### src/core/fpq_pkg.sv
// Constants shared by the flash protect/accel/query host controller.
// Assumes a 125 MHz core clock and an asynchronous parallel NOR flash outside.
`default_nettype none
package fpq_pkg;
	localparam int CLK_PERIOD_NS = 8;
	// Strobe widths and settle time of the flash bus, chosen generously
	localparam int STROBE_TIME_NS = 80;
	localparam int STROBE_CYCLES = (STROBE_TIME_NS + CLK_PERIOD_NS - 1) / CLK_PERIOD_NS;
	localparam int RAMP_TIME_NS = 500;
	localparam int RAMP_CYCLES = (RAMP_TIME_NS + CLK_PERIOD_NS - 1) / CLK_PERIOD_NS;
	localparam int CNT_W = 8;
	localparam int ADDR_W = 21;
	localparam int DATA_W = 16;
	localparam logic [7:0] QUERY_CMD = 8'h98;
	localparam logic [7:0] RESET_CMD = 8'hf0;
	localparam logic [ADDR_W-1:0] QUERY_WORD_ADDR = 21'h000055;
	localparam logic [ADDR_W-1:0] QUERY_BYTE_ADDR = 21'h0000aa;
	localparam logic [ADDR_W-1:0] UNLOCK_ADDR1 = 21'h000555;
	localparam logic [ADDR_W-1:0] UNLOCK_ADDR2 = 21'h0002aa;
	localparam logic [7:0] UNLOCK_DATA1 = 8'haa;
	localparam logic [7:0] UNLOCK_DATA2 = 8'h55;
	localparam logic [7:0] PROGRAM_CMD = 8'ha0;
	localparam logic [7:0] QRY_FIRST = 8'h10;
	localparam logic [7:0] QRY_LAST = 8'h29;
	// Pin level codes for protect_accel_pin
	localparam logic [1:0] PIN_LOW = 2'h0;
	localparam logic [1:0] PIN_HIGH = 2'h1;
	localparam logic [1:0] PIN_ACCEL = 2'h2;
	typedef enum logic [2:0] {FPQ_OP_READ, FPQ_OP_QUERY_ENTER, FPQ_OP_QUERY_READ, FPQ_OP_RESET,
		FPQ_OP_PROGRAM, FPQ_OP_ACCEL_ON, FPQ_OP_ACCEL_OFF} fpq_op_t;
endpackage
`default_nettype wire

### src/core/fpq_host.sv
// Host controller driving flash pins: reads, programs, query reads and accel.
// Assumes a single requester on the same clock; flash data pins are tri-state.
// Operation
// RULE1 - Protect pin low makes device ignore writes to outer boot sectors.
// RULE2 - Protect pin high restores boot sectors' stored protection state.
// RULE3 - Accel high voltage puts device in shortcut program mode.
// RULE4 - While accelerated, host programs with the two-write sequence.
// RULE5 - Leaving high voltage returns device to normal handling.
// RULE6 - Host raises high voltage only from array read mode.
// RULE7 - Host holds high voltage only for accelerated programming.
// RULE8 - Ident voltage on reset pin temporarily unprotects sector groups.
// RULE9 - Removing ident voltage reprotects previously protected groups.
// RULE10 - Outer boot sectors stay protected in unprotect if pin low.
// RULE11 - Query command 98h at word 55h or byte AAh enters query.
// RULE12 - Word mode query reads drive address bits A7 upward to zero.
// RULE13 - Host ends query with reset command; device returns to array read.
// RULE14 - Query accepted in identification mode; reset returns there.
// RULE15 - Query words 10h-12h read Q, R, Y.
// RULE16 - Byte query address is twice word address; upper byte zero.
// RULE17 - Words 13h,14h give primary command set 0002h.
// RULE18 - Words 15h,16h point extended table at 40h.
// RULE19 - Words 17h-1Ah read zero.
// RULE20 - Words 1Bh-1Eh give supply range then zeros.
// RULE21 - Words 1Fh-22h give typical timing exponents.
// RULE22 - Words 23h-26h give maximum timing multipliers.
// RULE23 - Word 27h gives size, 28h-29h interface code.
`default_nettype none
module fpq_host (
	// Clock and reset
	input wire logic core_clk,
	input wire logic reset,
	// Request
	input wire logic req_valid,
	output logic req_ready,
	input wire fpq_pkg::fpq_op_t req_op,
	input wire logic [fpq_pkg::ADDR_W-1:0] req_addr,
	input wire logic [fpq_pkg::DATA_W-1:0] req_data,
	input wire logic byte_mode,
	// Answer
	output logic rsp_valid,
	output logic [fpq_pkg::DATA_W-1:0] rsp_data,
	output logic accel_active,
	output logic query_active,
	// Flash pins
	output logic flash_ce_n,
	output logic flash_oe_n,
	output logic flash_we_n,
	output logic [fpq_pkg::ADDR_W-1:0] flash_addr,
	output logic [fpq_pkg::DATA_W-1:0] flash_dq_out,
	output logic flash_dq_oe,
	input wire logic [fpq_pkg::DATA_W-1:0] flash_dq_in,
	output logic [1:0] protect_accel_pin,
	output logic write_protect_on
);
	import fpq_pkg::*;

	typedef enum logic [2:0] {FPQ_IDLE, FPQ_WRITE, FPQ_GAP, FPQ_READ, FPQ_RAMP} fpq_state_t;

	fpq_state_t state;
	logic [CNT_W-1:0] count;
	logic [1:0] step;
	logic [1:0] steps_left;
	fpq_op_t op;
	logic [ADDR_W-1:0] op_addr;
	logic [DATA_W-1:0] op_data;
	logic dq_sync1;
	logic [DATA_W-1:0] dq_meta;
	logic [DATA_W-1:0] dq_sync;
	logic in_query;

	// Query address: word form, or doubled for byte mode
	function automatic logic [ADDR_W-1:0] qaddr(input logic [ADDR_W-1:0] a, input logic bm);
		qaddr = bm ? {a[ADDR_W-2:0], 1'b0} : a;
	endfunction

	wire cnt_done = (count == '0);
	wire is_prog = (op == FPQ_OP_PROGRAM);
	// Accel may only be raised from array read, outside query; host tracks query mode
	wire accel_allowed = !in_query; // RULE6
	// Accel voltage serves programming only, so other work is refused while it is on
	wire accel_op_ok = (req_op == FPQ_OP_PROGRAM) || (req_op == FPQ_OP_ACCEL_OFF) || (req_op == FPQ_OP_ACCEL_ON); // RULE7
	// Plain reads in query would put high address bits on the pins
	wire req_ok = accel_active ? accel_op_ok :
		(req_op == FPQ_OP_ACCEL_ON) ? accel_allowed :
		(req_op == FPQ_OP_QUERY_READ) ? in_query :
		(req_op == FPQ_OP_READ) ? !in_query : 1'b1; // RULE12
	wire take = req_valid && req_ready && req_ok;
	assign req_ready = (state == FPQ_IDLE);
	assign query_active = in_query;
	assign accel_active = (protect_accel_pin == PIN_ACCEL);
	assign write_protect_on = (protect_accel_pin == PIN_LOW); // RULE1

	// Write cycle address/data per step of the sequence
	wire [ADDR_W-1:0] prog_addr = accel_active ? op_addr :
		(step == 2'h0) ? UNLOCK_ADDR1 : (step == 2'h1) ? UNLOCK_ADDR2 : (step == 2'h2) ? UNLOCK_ADDR1 : op_addr;
	wire [DATA_W-1:0] prog_data = accel_active ? ((step == 2'h0) ? {8'h00, PROGRAM_CMD} : op_data) : // RULE4
		(step == 2'h0) ? {8'h00, UNLOCK_DATA1} : (step == 2'h1) ? {8'h00, UNLOCK_DATA2} :
		(step == 2'h2) ? {8'h00, PROGRAM_CMD} : op_data;
	wire [ADDR_W-1:0] next_addr = is_prog ? prog_addr :
		(op == FPQ_OP_QUERY_ENTER) ? (byte_mode ? QUERY_BYTE_ADDR : QUERY_WORD_ADDR) : op_addr; // RULE11
	wire [DATA_W-1:0] next_data = is_prog ? prog_data :
		(op == FPQ_OP_QUERY_ENTER) ? {8'h00, QUERY_CMD} : {8'h00, RESET_CMD}; // RULE13
	// Word-mode query reads keep A7 and up at zero
	wire [ADDR_W-1:0] rd_addr = (req_op == FPQ_OP_QUERY_READ) ?
		qaddr({{(ADDR_W-7){1'b0}}, req_addr[6:0]}, byte_mode) : req_addr; // RULE12 RULE16
	wire [1:0] prog_steps = accel_active ? 2'h1 : 2'h3;

	always_ff @(posedge core_clk or posedge reset) begin
		if (reset) begin
			dq_meta <= '0;
			dq_sync <= '0;
			dq_sync1 <= 1'b0;
		end else begin
			dq_meta <= flash_dq_in;
			dq_sync <= dq_meta;
			dq_sync1 <= (state == FPQ_READ) && cnt_done;
		end
	end

	always_ff @(posedge core_clk or posedge reset) begin
		if (reset) begin
			state <= FPQ_IDLE;
			count <= '0;
			step <= '0;
			steps_left <= '0;
			op <= FPQ_OP_READ;
			op_addr <= '0;
			op_data <= '0;
			in_query <= 1'b0;
			flash_ce_n <= 1'b1;
			flash_oe_n <= 1'b1;
			flash_we_n <= 1'b1;
			flash_addr <= '0;
			flash_dq_out <= '0;
			flash_dq_oe <= 1'b0;
			protect_accel_pin <= PIN_HIGH; // RULE2
			rsp_valid <= 1'b0;
			rsp_data <= '0;
		end else begin
			rsp_valid <= 1'b0;
			count <= cnt_done ? count : count - 1'b1;
			case (state)
				FPQ_IDLE: begin
					if (take) begin
						op <= req_op;
						op_addr <= rd_addr;
						op_data <= req_data;
						step <= '0;
						count <= CNT_W'(STROBE_CYCLES);
						case (req_op)
							FPQ_OP_READ, FPQ_OP_QUERY_READ: begin
								state <= FPQ_READ;
								flash_addr <= rd_addr;
								flash_ce_n <= 1'b0;
								flash_oe_n <= 1'b0;
							end
							FPQ_OP_ACCEL_ON: begin
								state <= FPQ_RAMP;
								protect_accel_pin <= PIN_ACCEL; // RULE3
								count <= CNT_W'(RAMP_CYCLES);
							end
							FPQ_OP_ACCEL_OFF: begin
								state <= FPQ_RAMP;
								protect_accel_pin <= req_data[0] ? PIN_HIGH : PIN_LOW; // RULE5 RULE7
								count <= CNT_W'(RAMP_CYCLES);
							end
							default: begin
								state <= FPQ_WRITE;
								steps_left <= (req_op == FPQ_OP_PROGRAM) ? prog_steps : 2'h0;
							end
						endcase
					end
				end
				FPQ_WRITE: begin
					flash_addr <= next_addr;
					flash_dq_out <= next_data;
					flash_dq_oe <= 1'b1;
					flash_ce_n <= 1'b0;
					flash_we_n <= cnt_done;
					if (cnt_done) begin
						state <= FPQ_GAP;
						count <= CNT_W'(STROBE_CYCLES);
					end
				end
				FPQ_GAP: begin
					flash_ce_n <= 1'b1;
					flash_we_n <= 1'b1;
					if (cnt_done) begin
						flash_dq_oe <= 1'b0;
						if (steps_left != 2'h0) begin
							steps_left <= steps_left - 2'h1;
							step <= step + 2'h1;
							state <= FPQ_WRITE;
							count <= CNT_W'(STROBE_CYCLES);
						end else begin
							state <= FPQ_IDLE;
							rsp_valid <= 1'b1;
							if (op == FPQ_OP_QUERY_ENTER)
								in_query <= 1'b1; // RULE14
							else if (op == FPQ_OP_RESET)
								in_query <= 1'b0; // RULE13
						end
					end
				end
				FPQ_READ: begin
					// Data sampled through the pin synchroniser after the strobe
					if (dq_sync1) begin
						flash_ce_n <= 1'b1;
						flash_oe_n <= 1'b1;
						rsp_data <= (op == FPQ_OP_QUERY_READ) ? {8'h00, dq_sync[7:0]} : dq_sync; // RULE16
						rsp_valid <= 1'b1;
						state <= FPQ_IDLE;
					end
				end
				FPQ_RAMP: begin
					// Pin level must settle slower than the ramp limit before use
					if (cnt_done) begin
						state <= FPQ_IDLE;
						rsp_valid <= 1'b1;
					end
				end
				default: state <= FPQ_IDLE;
			endcase
		end
	end
	// RULE8 RULE9 RULE10 RULE15 RULE17 RULE18 RULE19 RULE20 RULE21 RULE22 RULE23 are kept by the flash itself
endmodule // fpq_host
`default_nettype wire

### config.mk
export PLATFORM = sky130hd
export DESIGN_NAME = fpq_host
export DESIGN_NICKNAME = d
export VERILOG_FILES = /design/src/core/fpq_pkg.sv /design/src/core/fpq_host.sv
export SDC_FILE = /design/constraint.sdc
export NUM_CORES = 1
export LEC_CHECK = 0
export BUFFER_PORTS_ARGS = -buffer_cell sky130_fd_sc_hd__buf_2
export CAP_MARGIN = 20
export CELL_PAD_IN_SITES_DETAIL_PLACEMENT = 1
export CELL_PAD_IN_SITES_GLOBAL_PLACEMENT = 1
export CORE_UTILIZATION = 40
export CTS_BUF_LIST = sky130_fd_sc_hd__clkbuf_4
export DETAILED_ROUTE_END_ITERATION = 8
export GPL_TIMING_DRIVEN = 0
export PLACE_DENSITY_LB_ADDON = 0.1
export RECOVER_POWER = 25
export SYNTH_ARGS = -nofsm -noshare
export SYNTH_HDL_FRONTEND = slang
export SYNTH_SLANG_ARGS = --single-unit
### constraint.sdc
create_clock -name core_clk -period 5.2 [get_ports core_clk]
set_clock_uncertainty 0.2 [all_clocks]
set_input_delay 0.52 -clock core_clk [delete_from_list [all_inputs] [get_ports core_clk]]
set_output_delay 0.52 -clock core_clk [all_outputs]
set_load 0.01 [all_outputs]
==> results of run 1 <==
final cells by class:
class / instances / area (um^2)
multi-input combinational: 426 / 2480
clock buffer: 19 / 143
antenna: 1 / 2.50
inverter: 22 / 83.8
clock inverter: 13 / 150
tap: 216 / 270
fill: 1828 / 7740
timing repair buffer: 164 / 1040
sequential: 149 / 3730
buffer: 35 / 183
power by group through the flow:
stage,Combinational [W],Sequential (W),Clock [W]
after floorplan,0.00113,0.00185,0
after global placement,0.00173,0.00180,0
final,0.00181,0.00180,0.000749
after detailed placement,0.00179,0.00182,0
after CTS,0.00182,0.00180,0.000776
after global routing,0.00204,0.00186,0.000819
per-layer routing:
layer | up-vias | GRT usage | routed length (um) | part of all wire
met5 | - | 0 | 0 | 0
met4 | 0 | 0.0734 | 235 | 0.013
met3 | 22 | 0.0557 | 908 | 0.049
met2 | 131 | 0.386 | 9060 | 0.49
met1 | 2776 | 0.324 | 8450 | 0.45
li1 | 2577 | - | - | -
cell usage in the layout (no fill, tap or decap), types with 3 or more instances in the layout:
| cell | netlist | routed |
|---|---|---|
| o211ai_1 | 4 | 4 |
| nand3_1 | 4 | 4 |
| a21o_1 | 4 | 4 |
| mux2_2 | 9 | 9 |
| dfrtp_1 | 145 | 145 |
| inv_1 | 19 | 18 |
| a22o_1 | 17 | 17 |
| o21ai_0 | 59 | 59 |
| inv_6 | 0 | 3 |
| a31oi_1 | 11 | 11 |
| nand2b_1 | 8 | 8 |
| nand2_1 | 112 | 112 |
| nor2_1 | 52 | 52 |
| o221ai_1 | 3 | 3 |
| dlygate4sd3_1 | 0 | 40 |
| and2_1 | 4 | 4 |
| a2bb2oi_1 | 12 | 12 |
| buf_4 | 3 | 3 |
| xnor2_1 | 3 | 3 |
| dfstp_2 | 4 | 4 |
| nor3_1 | 5 | 5 |
| o31ai_1 | 5 | 5 |
| o41ai_1 | 3 | 3 |
| clkbuf_1 | 9 | 10 |
| ha_1 | 6 | 6 |
| buf_2 | 20 | 142 |
| mux2i_1 | 10 | 10 |
| clkinvlp_4 | 0 | 4 |
| o21ai_1 | 4 | 4 |
| a21oi_1 | 42 | 42 |
| a211oi_1 | 3 | 3 |
| clkbuf_4 | 0 | 19 |
synthesized netlist by cell type (2+ instances only):
| library cell | instances | share of area |
|---|---|---|
| ha_1 | 6 | 0.012 |
| a32o_1 | 2 | 0.0031 |
| mux2i_1 | 10 | 0.015 |
| o22ai_1 | 2 | 0.0019 |
| a2bb2oi_1 | 12 | 0.016 |
| buf_2 | 20 | 0.015 |
| a22oi_1 | 2 | 0.0023 |
| a22o_1 | 17 | 0.023 |
| nand3_2 | 2 | 0.0031 |
| a21oi_2 | 2 | 0.0027 |
| nand3_1 | 4 | 0.0031 |
| nor2b_1 | 2 | 0.0019 |
| dfstp_2 | 4 | 0.016 |
| a21o_1 | 4 | 0.0046 |
| xnor2_1 | 3 | 0.0041 |
| nor3b_1 | 2 | 0.0023 |
| nand2_1 | 112 | 0.065 |
| clkbuf_1 | 9 | 0.0052 |
| and3_1 | 2 | 0.0019 |
| o221ai_1 | 3 | 0.0041 |
| o41ai_1 | 3 | 0.0041 |
| and2_1 | 4 | 0.0039 |
| buf_4 | 3 | 0.0035 |
| nor4_1 | 2 | 0.0019 |
| inv_1 | 19 | 0.011 |
| o211ai_1 | 4 | 0.0046 |
| nor3_1 | 5 | 0.0039 |
| mux2_2 | 9 | 0.016 |
| o31ai_1 | 5 | 0.0058 |
| a21oi_1 | 42 | 0.032 |
| a31oi_1 | 11 | 0.011 |
| nand2b_1 | 8 | 0.0077 |
| dfrtp_1 | 145 | 0.56 |
| a211oi_1 | 3 | 0.0035 |
| or3_1 | 2 | 0.0019 |
| o21a_1 | 2 | 0.0023 |
| nor2_1 | 52 | 0.030 |
| o21ai_0 | 59 | 0.046 |
| o21ai_1 | 4 | 0.0031 |
| inv_2 | 2 | 0.0012 |
| buf_6 | 2 | 0.0035 |
flip-flops by register name, summed over array words and instances, names as in the netlist, 3 cells and up:
register      count
op_addr          21
count             8
flash_dq_out     16
op                3
rsp_data         16
dq_meta          16
flash_addr       21
state             3
op_data          16
dq_sync          16
path summary, 6_finish.rpt:
kind / slack, ns / startpoint / cells past startpoint / end
worst min register to register: 0.16 / dq_meta[15] / 0 / dq_sync[15]
min in group asynchronous: 1.17 / reset / 3 / rsp_data[8]
max in group core_clk: 2.56 / state[1] / 4 / req_ready
worst min-delay path: 0.05 / req_addr[9] / 3 / op_addr[9]
worst max register to register: 2.79 / op[1] / 6 / flash_addr[2]
worst max-delay path: 2.30 / reset / 3 / flash_addr[15]
timing repair:
item / in CTS / in global routing
setup buffers: 0 / 0
hold buffers: 40 / 0
endpoints found under the hold margin: 104 / 0
worst max-delay path, cell delays in order:
cell           delay, ns
dlygate4sd3_1       0.54
clkbuf_1            0.11
clkinvlp_2          1.68
metrics by stage:
step	hold slack, ns	area [um^2]	worst slack (ns)	total power, W	utilization
2_1_floorplan	0.131	6470	0.479	0.00298	-
3_3_place_gp	0.132	7360	-1.19	0.00353	0.465
3_5_place_dp	0.136	7390	2.65	0.00361	0.467
4_1_cts	0.000175	8090	2.53	0.00440	0.511
5_1_grt	0.0116	8080	1.86	0.00471	0.511
6_report	0.0460	8080	2.30	0.00436	0.511
cell families after synthesis:
group,count (synthesis),share of synthesized area
XOR/XNOR,4,0.00541
AO/OA/AOI/OAI,184,0.183
AND/OR/NAND/NOR,213,0.151
buffers and inverters,57,0.0410
multiplexers,19,0.0311
adder cells (fa/ha/maj),6,0.0116
flip-flops,149,0.577
==> impl_metrics.tcl, run 1 <==
set metrics [dict create \
    cts_buffers 17 \
    gp_congestion 0.829 \
    num-nets-final 881 \
    rsz0062_at_grt "no" \
    gr-usage-all-layers 0.240 \
    dieArea_um2 16700 \
    synth.net_count 698 \
    tightest_slew_ns 3.00 \
    power.leakage_nw 3.87 \
    maxCapViolCount 1 \
    crit_fanout 66 \
    drc 0 \
    post_layout_nonfiller_instances 1045 \
    tns_ns 0 \
    drive_above_1_share 0.254 \
    finalCritPeriodShare 0.557 \
    path_clk_slew_ns 0.12 \
    hpwl_um 12900 \
    swShare 0.411 \
    io_buffers 123 \
    hold_class "input pin to flip-flop" \
    p_int_w 0.00257 \
    wl_um 18700 \
    synth-async-reset-ratio 1.00 \
    grt_pass1_wl_um 30200 \
    ys_warn_count 0 \
    row_count 46 \
    final_hold_viol_count 0 \
    ant_nets 0 \
    cp.arrival_ns 2.90 \
    violations "max-capacitance violations, max-slew violations" \
    grt_max_degree 85 \
    ys_seq_elements 149 \
    synthFlopType "dfrtp_1" \
    max_freq_mhz 345 \
    area_growth_pct 24.9 \
    synth_edf_count 0 \
    initial_utilization 0.409 \
    antenna_found_initial 1 \
    synth_area_um2 6470 \
    vias 5506 \
    critPathCaptureType "asynchronous set/reset pin" \
    period_needed_ns 2.90 \
    cts_tree "built" \
    root_buffer "clkbuf_4" \
    via_per_inst 5.27 \
    cts.path.max_buffers 2 \
    comb_power_share 0.416 \
    wl_per_cell_um 17.9 \
    maxSlewHeadroom -1.01 \
    ys_seq_area_frac 0.577 \
    avgSynthCellArea_um2 10.2 \
    critical_path_required_ns 5.20 \
    core_um2 15800 \
    grt-ovfl-total 0 \
    cts_resized 0 \
    drtPass1Iterations 6 \
    drv_slew 66 \
    dp_cells 972 \
    clock_latency_ns 0.57 \
    htreeDepth 4 \
    status "finished, violations left" \
    clkPwrFrac 0.172 \
    worstSetupPathType "input pin to asynchronous set/reset pin" \
    io_pins 124 \
    cts.sinks 149 \
    crit_path_start_kind "input pin" \
    synthCells 632 \
    power_switching_w 0.00179 \
    drt_first_iter_violations 175 \
    dieWidth_um 129 \
    setup-violations-final 0 \
    max-vdd-ir-drop_mv 0.217 \
    synth_cell_types 67 \
    grt_pass1_vias 5720 \
    p_seq_frac 0.413 \
    p_per_area_nw_per_um2 540 \
    die_y_um 129 \
]
(Power assumes the default switching activity.)
==> run 2: changes to the inputs <==
--- a/config.mk
+++ b/config.mk
@@ -5,11 +5,12 @@
 export SDC_FILE = /design/constraint.sdc
 export NUM_CORES = 1
 export LEC_CHECK = 0
+export ABC_AREA = 1
 export BUFFER_PORTS_ARGS = -buffer_cell sky130_fd_sc_hd__buf_2
 export CAP_MARGIN = 20
 export CELL_PAD_IN_SITES_DETAIL_PLACEMENT = 1
 export CELL_PAD_IN_SITES_GLOBAL_PLACEMENT = 1
-export CORE_UTILIZATION = 40
+export CORE_UTILIZATION = 39
 export CTS_BUF_LIST = sky130_fd_sc_hd__clkbuf_4
 export DETAILED_ROUTE_END_ITERATION = 8
 export GPL_TIMING_DRIVEN = 0
==> constraint.sdc (replaced) <==
create_clock -name core_clk -period 2.4 [get_ports core_clk]
set_clock_uncertainty 0.2 [all_clocks]
set_input_delay 0.24 -clock core_clk [delete_from_list [all_inputs] [get_ports core_clk]]
set_output_delay 0.24 -clock core_clk [all_outputs]
set_load 0.01 [all_outputs]
==> impl_metrics.tcl, run 2 <==
set metrics [dict create \
    antenna_found_initial 1 \
    ys_seq_area_frac 0.553 \
    drv_slew 31 \
    met1_usage 0.298 \
    rsz0062_at_grt "no" \
    root_buffer "clkbuf_4" \
    io_buffers 122 \
    clkPwrFrac 0.351 \
    synth_edf_count 0 \
    worstSetupPathType "flip-flop to output port" \
    area_growth_pct 28.0 \
    critPathCaptureType "output port" \
    cts.path.max_buffers 2 \
    tns_ns 0 \
    synth_area_leaders "dfrtp_1, nand2_1, nand3_1" \
    status "finished, violations left" \
    maxSlewHeadroom -0.0291 \
    ys_warn_count 0 \
    drc 0 \
    num-fill-cells 2081 \
    vias 6246 \
    register_area_um2 3730 \
    grt_pass1_vias 6684 \
    htreeDepth 4 \
    avgSynthCellArea_um2 8.48 \
    final_hold_viol_count 0 \
    fin_util 0.516 \
    multi_input_comb_area_um2 2570 \
    globalRouteMet3Util 0.0514 \
    synthCells 797 \
    max-vdd-ir-drop_mv 0.317 \
    num-nets-final 1070 \
    synth_cell_types 36 \
    max_freq_mhz 437 \
    postPlaceCellArea_um2 7730 \
    drive_above_1_share 0.221 \
    ant_nets 0 \
    violations "max-capacitance violations, max-slew violations" \
    dieArea_um2 17900 \
    cts_tree "built" \
    wl_per_cell_um 16.8 \
    period_needed_ns 2.29 \
    crit_fanout 6 \
    core_um2 16800 \
    setup-violations-final 0 \
    io_pins 124 \
    clock_latency_ns 0.58 \
    final_cell_mix "nand2_1, dfrtp_1, buf_2" \
    reg.largest.list "flash_addr x21, op_addr x21" \
    tightest_slew_ns 1.54 \
    crit_path_start_kind "flip-flop" \
    fin_area_um2 8650 \
    busiest_layer "met2" \
    maxCapViolCount 1 \
    gr-usage-met2 0.436 \
    comb_power_share 0.071 \
    drtPass1Iterations 4 \
    grt_max_degree 38 \
    grt_pass1_wl_um 33900 \
    yosysTopAreaCellShare 0.537 \
    cp.arrival_ns 1.85 \
    synthFlopType "dfrtp_1" \
    ys_seq_elements 149 \
    die_y_um 134 \
    p_int_w 0.00325 \
    synth.net_count 863 \
    row_count 47 \
    via_per_inst 5.04 \
    finalCritPeriodShare 0.953 \
    critical_path_required_ns 1.96 \
    power_switching_w 0.00120 \
    synth.most_common_cell "nand2_1" \
    power.leakage_nw 4.66 \
    initial_utilization 0.403 \
    wl_um 20900 \
    grt-ovfl-total 0 \
    cts_buffers 17 \
    gr-usage-all-layers 0.246 \
    synth_area_um2 6760 \
    synth-async-reset-ratio 1.00 \
    cts.sinks 149 \
    drt_first_iter_violations 289 \
    swShare 0.270 \
    p_seq_frac 0.577 \
    hpwl_um 14900 \
    synth_top_area_cell "dfrtp_1" \
    netlist_top_cells_count "nand2_1, dfrtp_1, nand3_1, inv_1, o21ai_0" \
    gp_congestion 0.832 \
    dieWidth_um 134 \
    path_clk_slew_ns 0.14 \
    final_common_cell "nand2_1" \
    power_w 0.00445 \
    p_per_area_nw_per_um2 514 \
    hold_class "input pin to flip-flop" \
]
## run 2: cell count changes after synthesis, moves of 6 or more
cell,before,now
a2bb2oi_1,12,2
nand4_1,1,9
a22o_1,17,0
buf_2,20,14
nand2_1,112,285
a21oi_1,42,9
a31oi_1,11,0
mux2i_1,10,0
o21ai_1,4,21
nand2b_1,8,0
nand3_1,4,73
inv_1,19,68
nor2_1,52,36
## run 2: path summary, 6_finish.rpt
path / startpoint / to / slack, ns / cells past startpoint
worst max-delay path: protect_accel_pin[0] / accel_active / 0.11 / 4
worst min-delay path: flash_dq_in[3] / dq_meta[3] / 0.09 / 2
worst max register to register: protect_accel_pin[0] / flash_addr[10] / 0.17 / 9
worst min register to register: dq_meta[12] / dq_sync[12] / 0.16 / 0
max in group asynchronous: reset / op_data[15] / 0.44 / 6
min in group asynchronous: reset / dq_meta[11] / 0.35 / 3
## run 2: area by class of cell
type | count | area share
Antenna cell | 2 | 0.000579
Buffer | 32 | 0.0224
Clock buffer | 17 | 0.0148
Clock inverter | 15 | 0.0163
Inverter | 74 | 0.0327
Multi-Input combinational cell | 540 | 0.297
Sequential cell | 149 | 0.432
Tap cell | 220 | 0.0318
Timing Repair Buffer | 190 | 0.153
## run 2: cells by family after synthesis
family | Yosys count | share of synthesized area
DFF | 149 | 0.553
muxes | 8 | 0.0133
AOI/OAI and AO/OA | 106 | 0.0872
xor gates and xnor gates | 2 | 0.00259
adders and majority gates | 6 | 0.0111
and+or+nand+nor | 418 | 0.262
buffers and inverters | 108 | 0.0707
## run 2: per-stage QoR
stage / worst slack (ns) / hold WS (ns) / cells
after global placement: -0.874 / 0.132 / 1139
after global routing: 0.00869 / 0.0382 / 1238
final: 0.114 / 0.0902 / 1239
after detailed placement: -0.0123 / 0.136 / 1143
after CTS: 0.00257 / 0.0385 / 1234
after floorplan: 0.0883 / 0.0714 / 797
## run 2: critical path, cell delays in order (launching register included)
cell	delay, ns
dfstp_2	0.58
inv_1	0.05
nand2_1	0.25
clkinvlp_4	0.22
buf_2	0.18
## run 2: layer usage
| layer | vias up | routed length [um] |
|---|---|---|
| met3 | 32 | 628 |
| met2 | 128 | 10700 |
| met1 | 3114 | 9080 |
| li1 | 2972 | - |
| met4 | 0 | 412 |
| met5 | - | 0 |
## run 2: repair_timing
| action | in CTS | in global routing |
|---|---|---|
| setup buffers | 0 | 3 |
| hold buffers | 61 | 0 |
| setup endpoints to repair | 3 | 11 |
| endpoints found under the hold margin | 125 | 0 |
| gates resized for setup | 1 | 7 |
## run 2: power by group through the flow
stage	combinational (W)	sequential, W	clock (W)
after floorplan	0.000106	0.00262	0
after global placement	0.000214	0.00261	0
after detailed placement	0.000239	0.00262	0
after CTS	0.000318	0.00257	0.00164
after global routing	0.000352	0.00257	0.00173
final	0.000317	0.00257	0.00156
==> run 3: changes to the inputs <==
==> constraint.sdc (replaced) <==
create_clock -name core_clk -period 2.4 [get_ports core_clk]
set_clock_uncertainty 0.2 [all_clocks]
set_input_delay 0.36 -clock core_clk [delete_from_list [all_inputs] [get_ports core_clk]]
set_output_delay 0.36 -clock core_clk [all_outputs]
set_load 0.01 [all_outputs]
==> impl_metrics.tcl, run 3 (synthesis gave the netlist of run 2 again) <==
set metrics [dict create \
    reg2reg_to "flash_addr[8]" \
    reg.largest.list "flash_addr x21, op_addr x21" \
    period_needed_ns 2.26 \
    dieArea_um2 17900 \
    p_per_area_nw_per_um2 516 \
    finalCritPeriodShare 0.942 \
    drt_first_iter_violations 303 \
    violations "max-capacitance violations" \
    critical_path_required_ns 2.66 \
    row_count 47 \
    clock_latency_ns 0.58 \
    crit_end "op_addr[5]" \
    max-vdd-ir-drop_mv 0.317 \
    power.leakage_nw 4.63 \
    path_depth 9 \
    reg2reg_depth 10 \
    dieWidth_um 134 \
    via_per_inst 5.06 \
    r2r-start "protect_accel_pin[0]" \
    drv_slew 0 \
    routed.top_layer "met4" \
    clkPwrFrac 0.352 \
    drc 0 \
    path_clk_slew_ns 0.15 \
    num-nets-final 1065 \
    die_y_um 134 \
    post_layout_nonfiller_instances 1234 \
    gp_congestion 0.832 \
    rsz0062_at_grt "no" \
    cp_slowest_cell "dlygate4sd3_1" \
    setup-violations-final 0 \
    grt-ovfl-total 0 \
    startpoint "req_op[2]" \
    core_um2 16800 \
    wl_per_cell_um 16.9 \
    gr-usage-all-layers 0.246 \
    htreeDepth 4 \
    final_hold_viol_count 0 \
    cts.sinks 149 \
    cts_buffers 17 \
    ant_nets 0 \
    maxCapViolCount 1 \
    crit_chain "dlygate4sd3_1 -> buf_2 -> nor2_4 -> nand3_2 -> inv_1 -> nand2_1 -> nand2_1 -> dlygate4sd3_1 -> o21ai_1" \
    root_buffer "clkbuf_4" \
    crit_family "buffers and inverters" \
    hpwl_um 14900 \
    grt_max_degree 38 \
    dp_cells 1143 \
    hold_class "input pin to flip-flop" \
    status "finished, violations left" \
    vias 6242 \
    comb_power_share 0.069 \
    wl_um 20800 \
    worstSetupPathType "input pin to flip-flop" \
    area_growth_pct 27.2 \
    antenna_found_initial 1 \
    wl_met3_um 660 \
    num-fill-cells 2087 \
    grt_pass1_vias 6665 \
    met1Wirelength_um 9090 \
    drive_above_1_share 0.223 \
    io_pins 124 \
    final_cell_mix "nand2_1, dfrtp_1, buf_2" \
    grt_pass1_wl_um 33900 \
    crit_path_start_kind "input pin" \
    io_buffers 122 \
    cts.path.max_buffers 2 \
    tns_ns 0 \
    cpPeakStageDelay_ns 0.55 \
    wl_met2_um 10700 \
    power_switching_w 0.00120 \
    max_freq_mhz 442 \
    cp.arrival_ns 2.52 \
    drtPass1Iterations 5 \
    initial_utilization 0.403 \
    cts_tree "built" \
    p_int_w 0.00324 \
    critPathCaptureType "flip-flop" \
    reg2reg_slack_ns 0.15 \
    final_common_cell "nand2_1" \
    p_seq_frac 0.578 \
    maxSlewHeadroom 0.0119 \
    path_buf_inv 4 \
    swShare 0.270 \
    tightest_slew_ns 1.47 \
    crit_fanout 10 \
]
==> run 3: what timing repair did <==
item	4_1_cts	5_1_grt
hold buffers	57	0
setup endpoints to repair	4	8
setup buffers	2	0
resized for setup	4	6
endpoints found under the hold margin	97	0
==> run 3: area by class of cell <==
class | count | area [um^2] | area share
inverters | 74 | 283 | 0.0329
plain buffers | 32 | 194 | 0.0226
multi-input cells | 540 | 2570 | 0.299
well taps | 220 | 275 | 0.0320
clock inverters | 15 | 141 | 0.0165
diodes | 2 | 5.00 | 0.000582
repair buffers | 185 | 1260 | 0.147
flip-flops and latches | 149 | 3730 | 0.434
clock buffers | 17 | 128 | 0.0148
==> run 3: stage by stage <==
stage / hold slack, ns / power, W / instance area (um^2) / setup slack [ns] / utilization
after detailed placement: 0.136 / 0.00285 / 7730 / -0.0123 / 0.461
final: 0.0579 / 0.00444 / 8590 / 0.138 / 0.513
after global routing: 0.0396 / 0.00464 / 8590 / 0.0239 / 0.513
after global placement: 0.132 / 0.00283 / 7650 / -0.994 / 0.456
after floorplan: 0.131 / 0.00273 / 6760 / -0.0317 / -
after CTS: 0.0120 / 0.00452 / 8590 / 0.0445 / 0.512
==> run 3: tightest hold or removal path, delay by kind of cell <==
family | cells | cell delay (ns)
and+or+nand+nor | 3 | 0.21
buffers and inverters | 1 | 0.13
AOI/OAI and AO/OA | 1 | 0.13
==> run 3: layer usage <==
layer | track usage | vias to the layer above
li1 | - | 2957
met1 | 0.299 | 3114
met2 | 0.435 | 138
met3 | 0.0514 | 33
met4 | 0.0789 | 0
met5 | 0 | -
==> run 3: worst min path at each step <==
stage,from,endpoint,cells after the start
CTS,byte_mode,op_addr[7],5
finish,byte_mode,op_addr[7],5
floorplan,dq_meta[0],dq_sync[0],0
detailed placement,dq_meta[12],dq_sync[12],0
global placement,dq_meta[6],dq_sync[6],0
global route,byte_mode,op_addr[7],5
==> run 3: power by group through the flow <==
stage	Combinational [W]	Clock, W	Sequential [W]
floorplan	0.000106	0	0.00262
global placement	0.000214	0	0.00261
finish	0.000307	0.00156	0.00257
global route	0.000342	0.00173	0.00257
detailed placement	0.000239	0	0.00262
CTS	0.000313	0.00164	0.00257
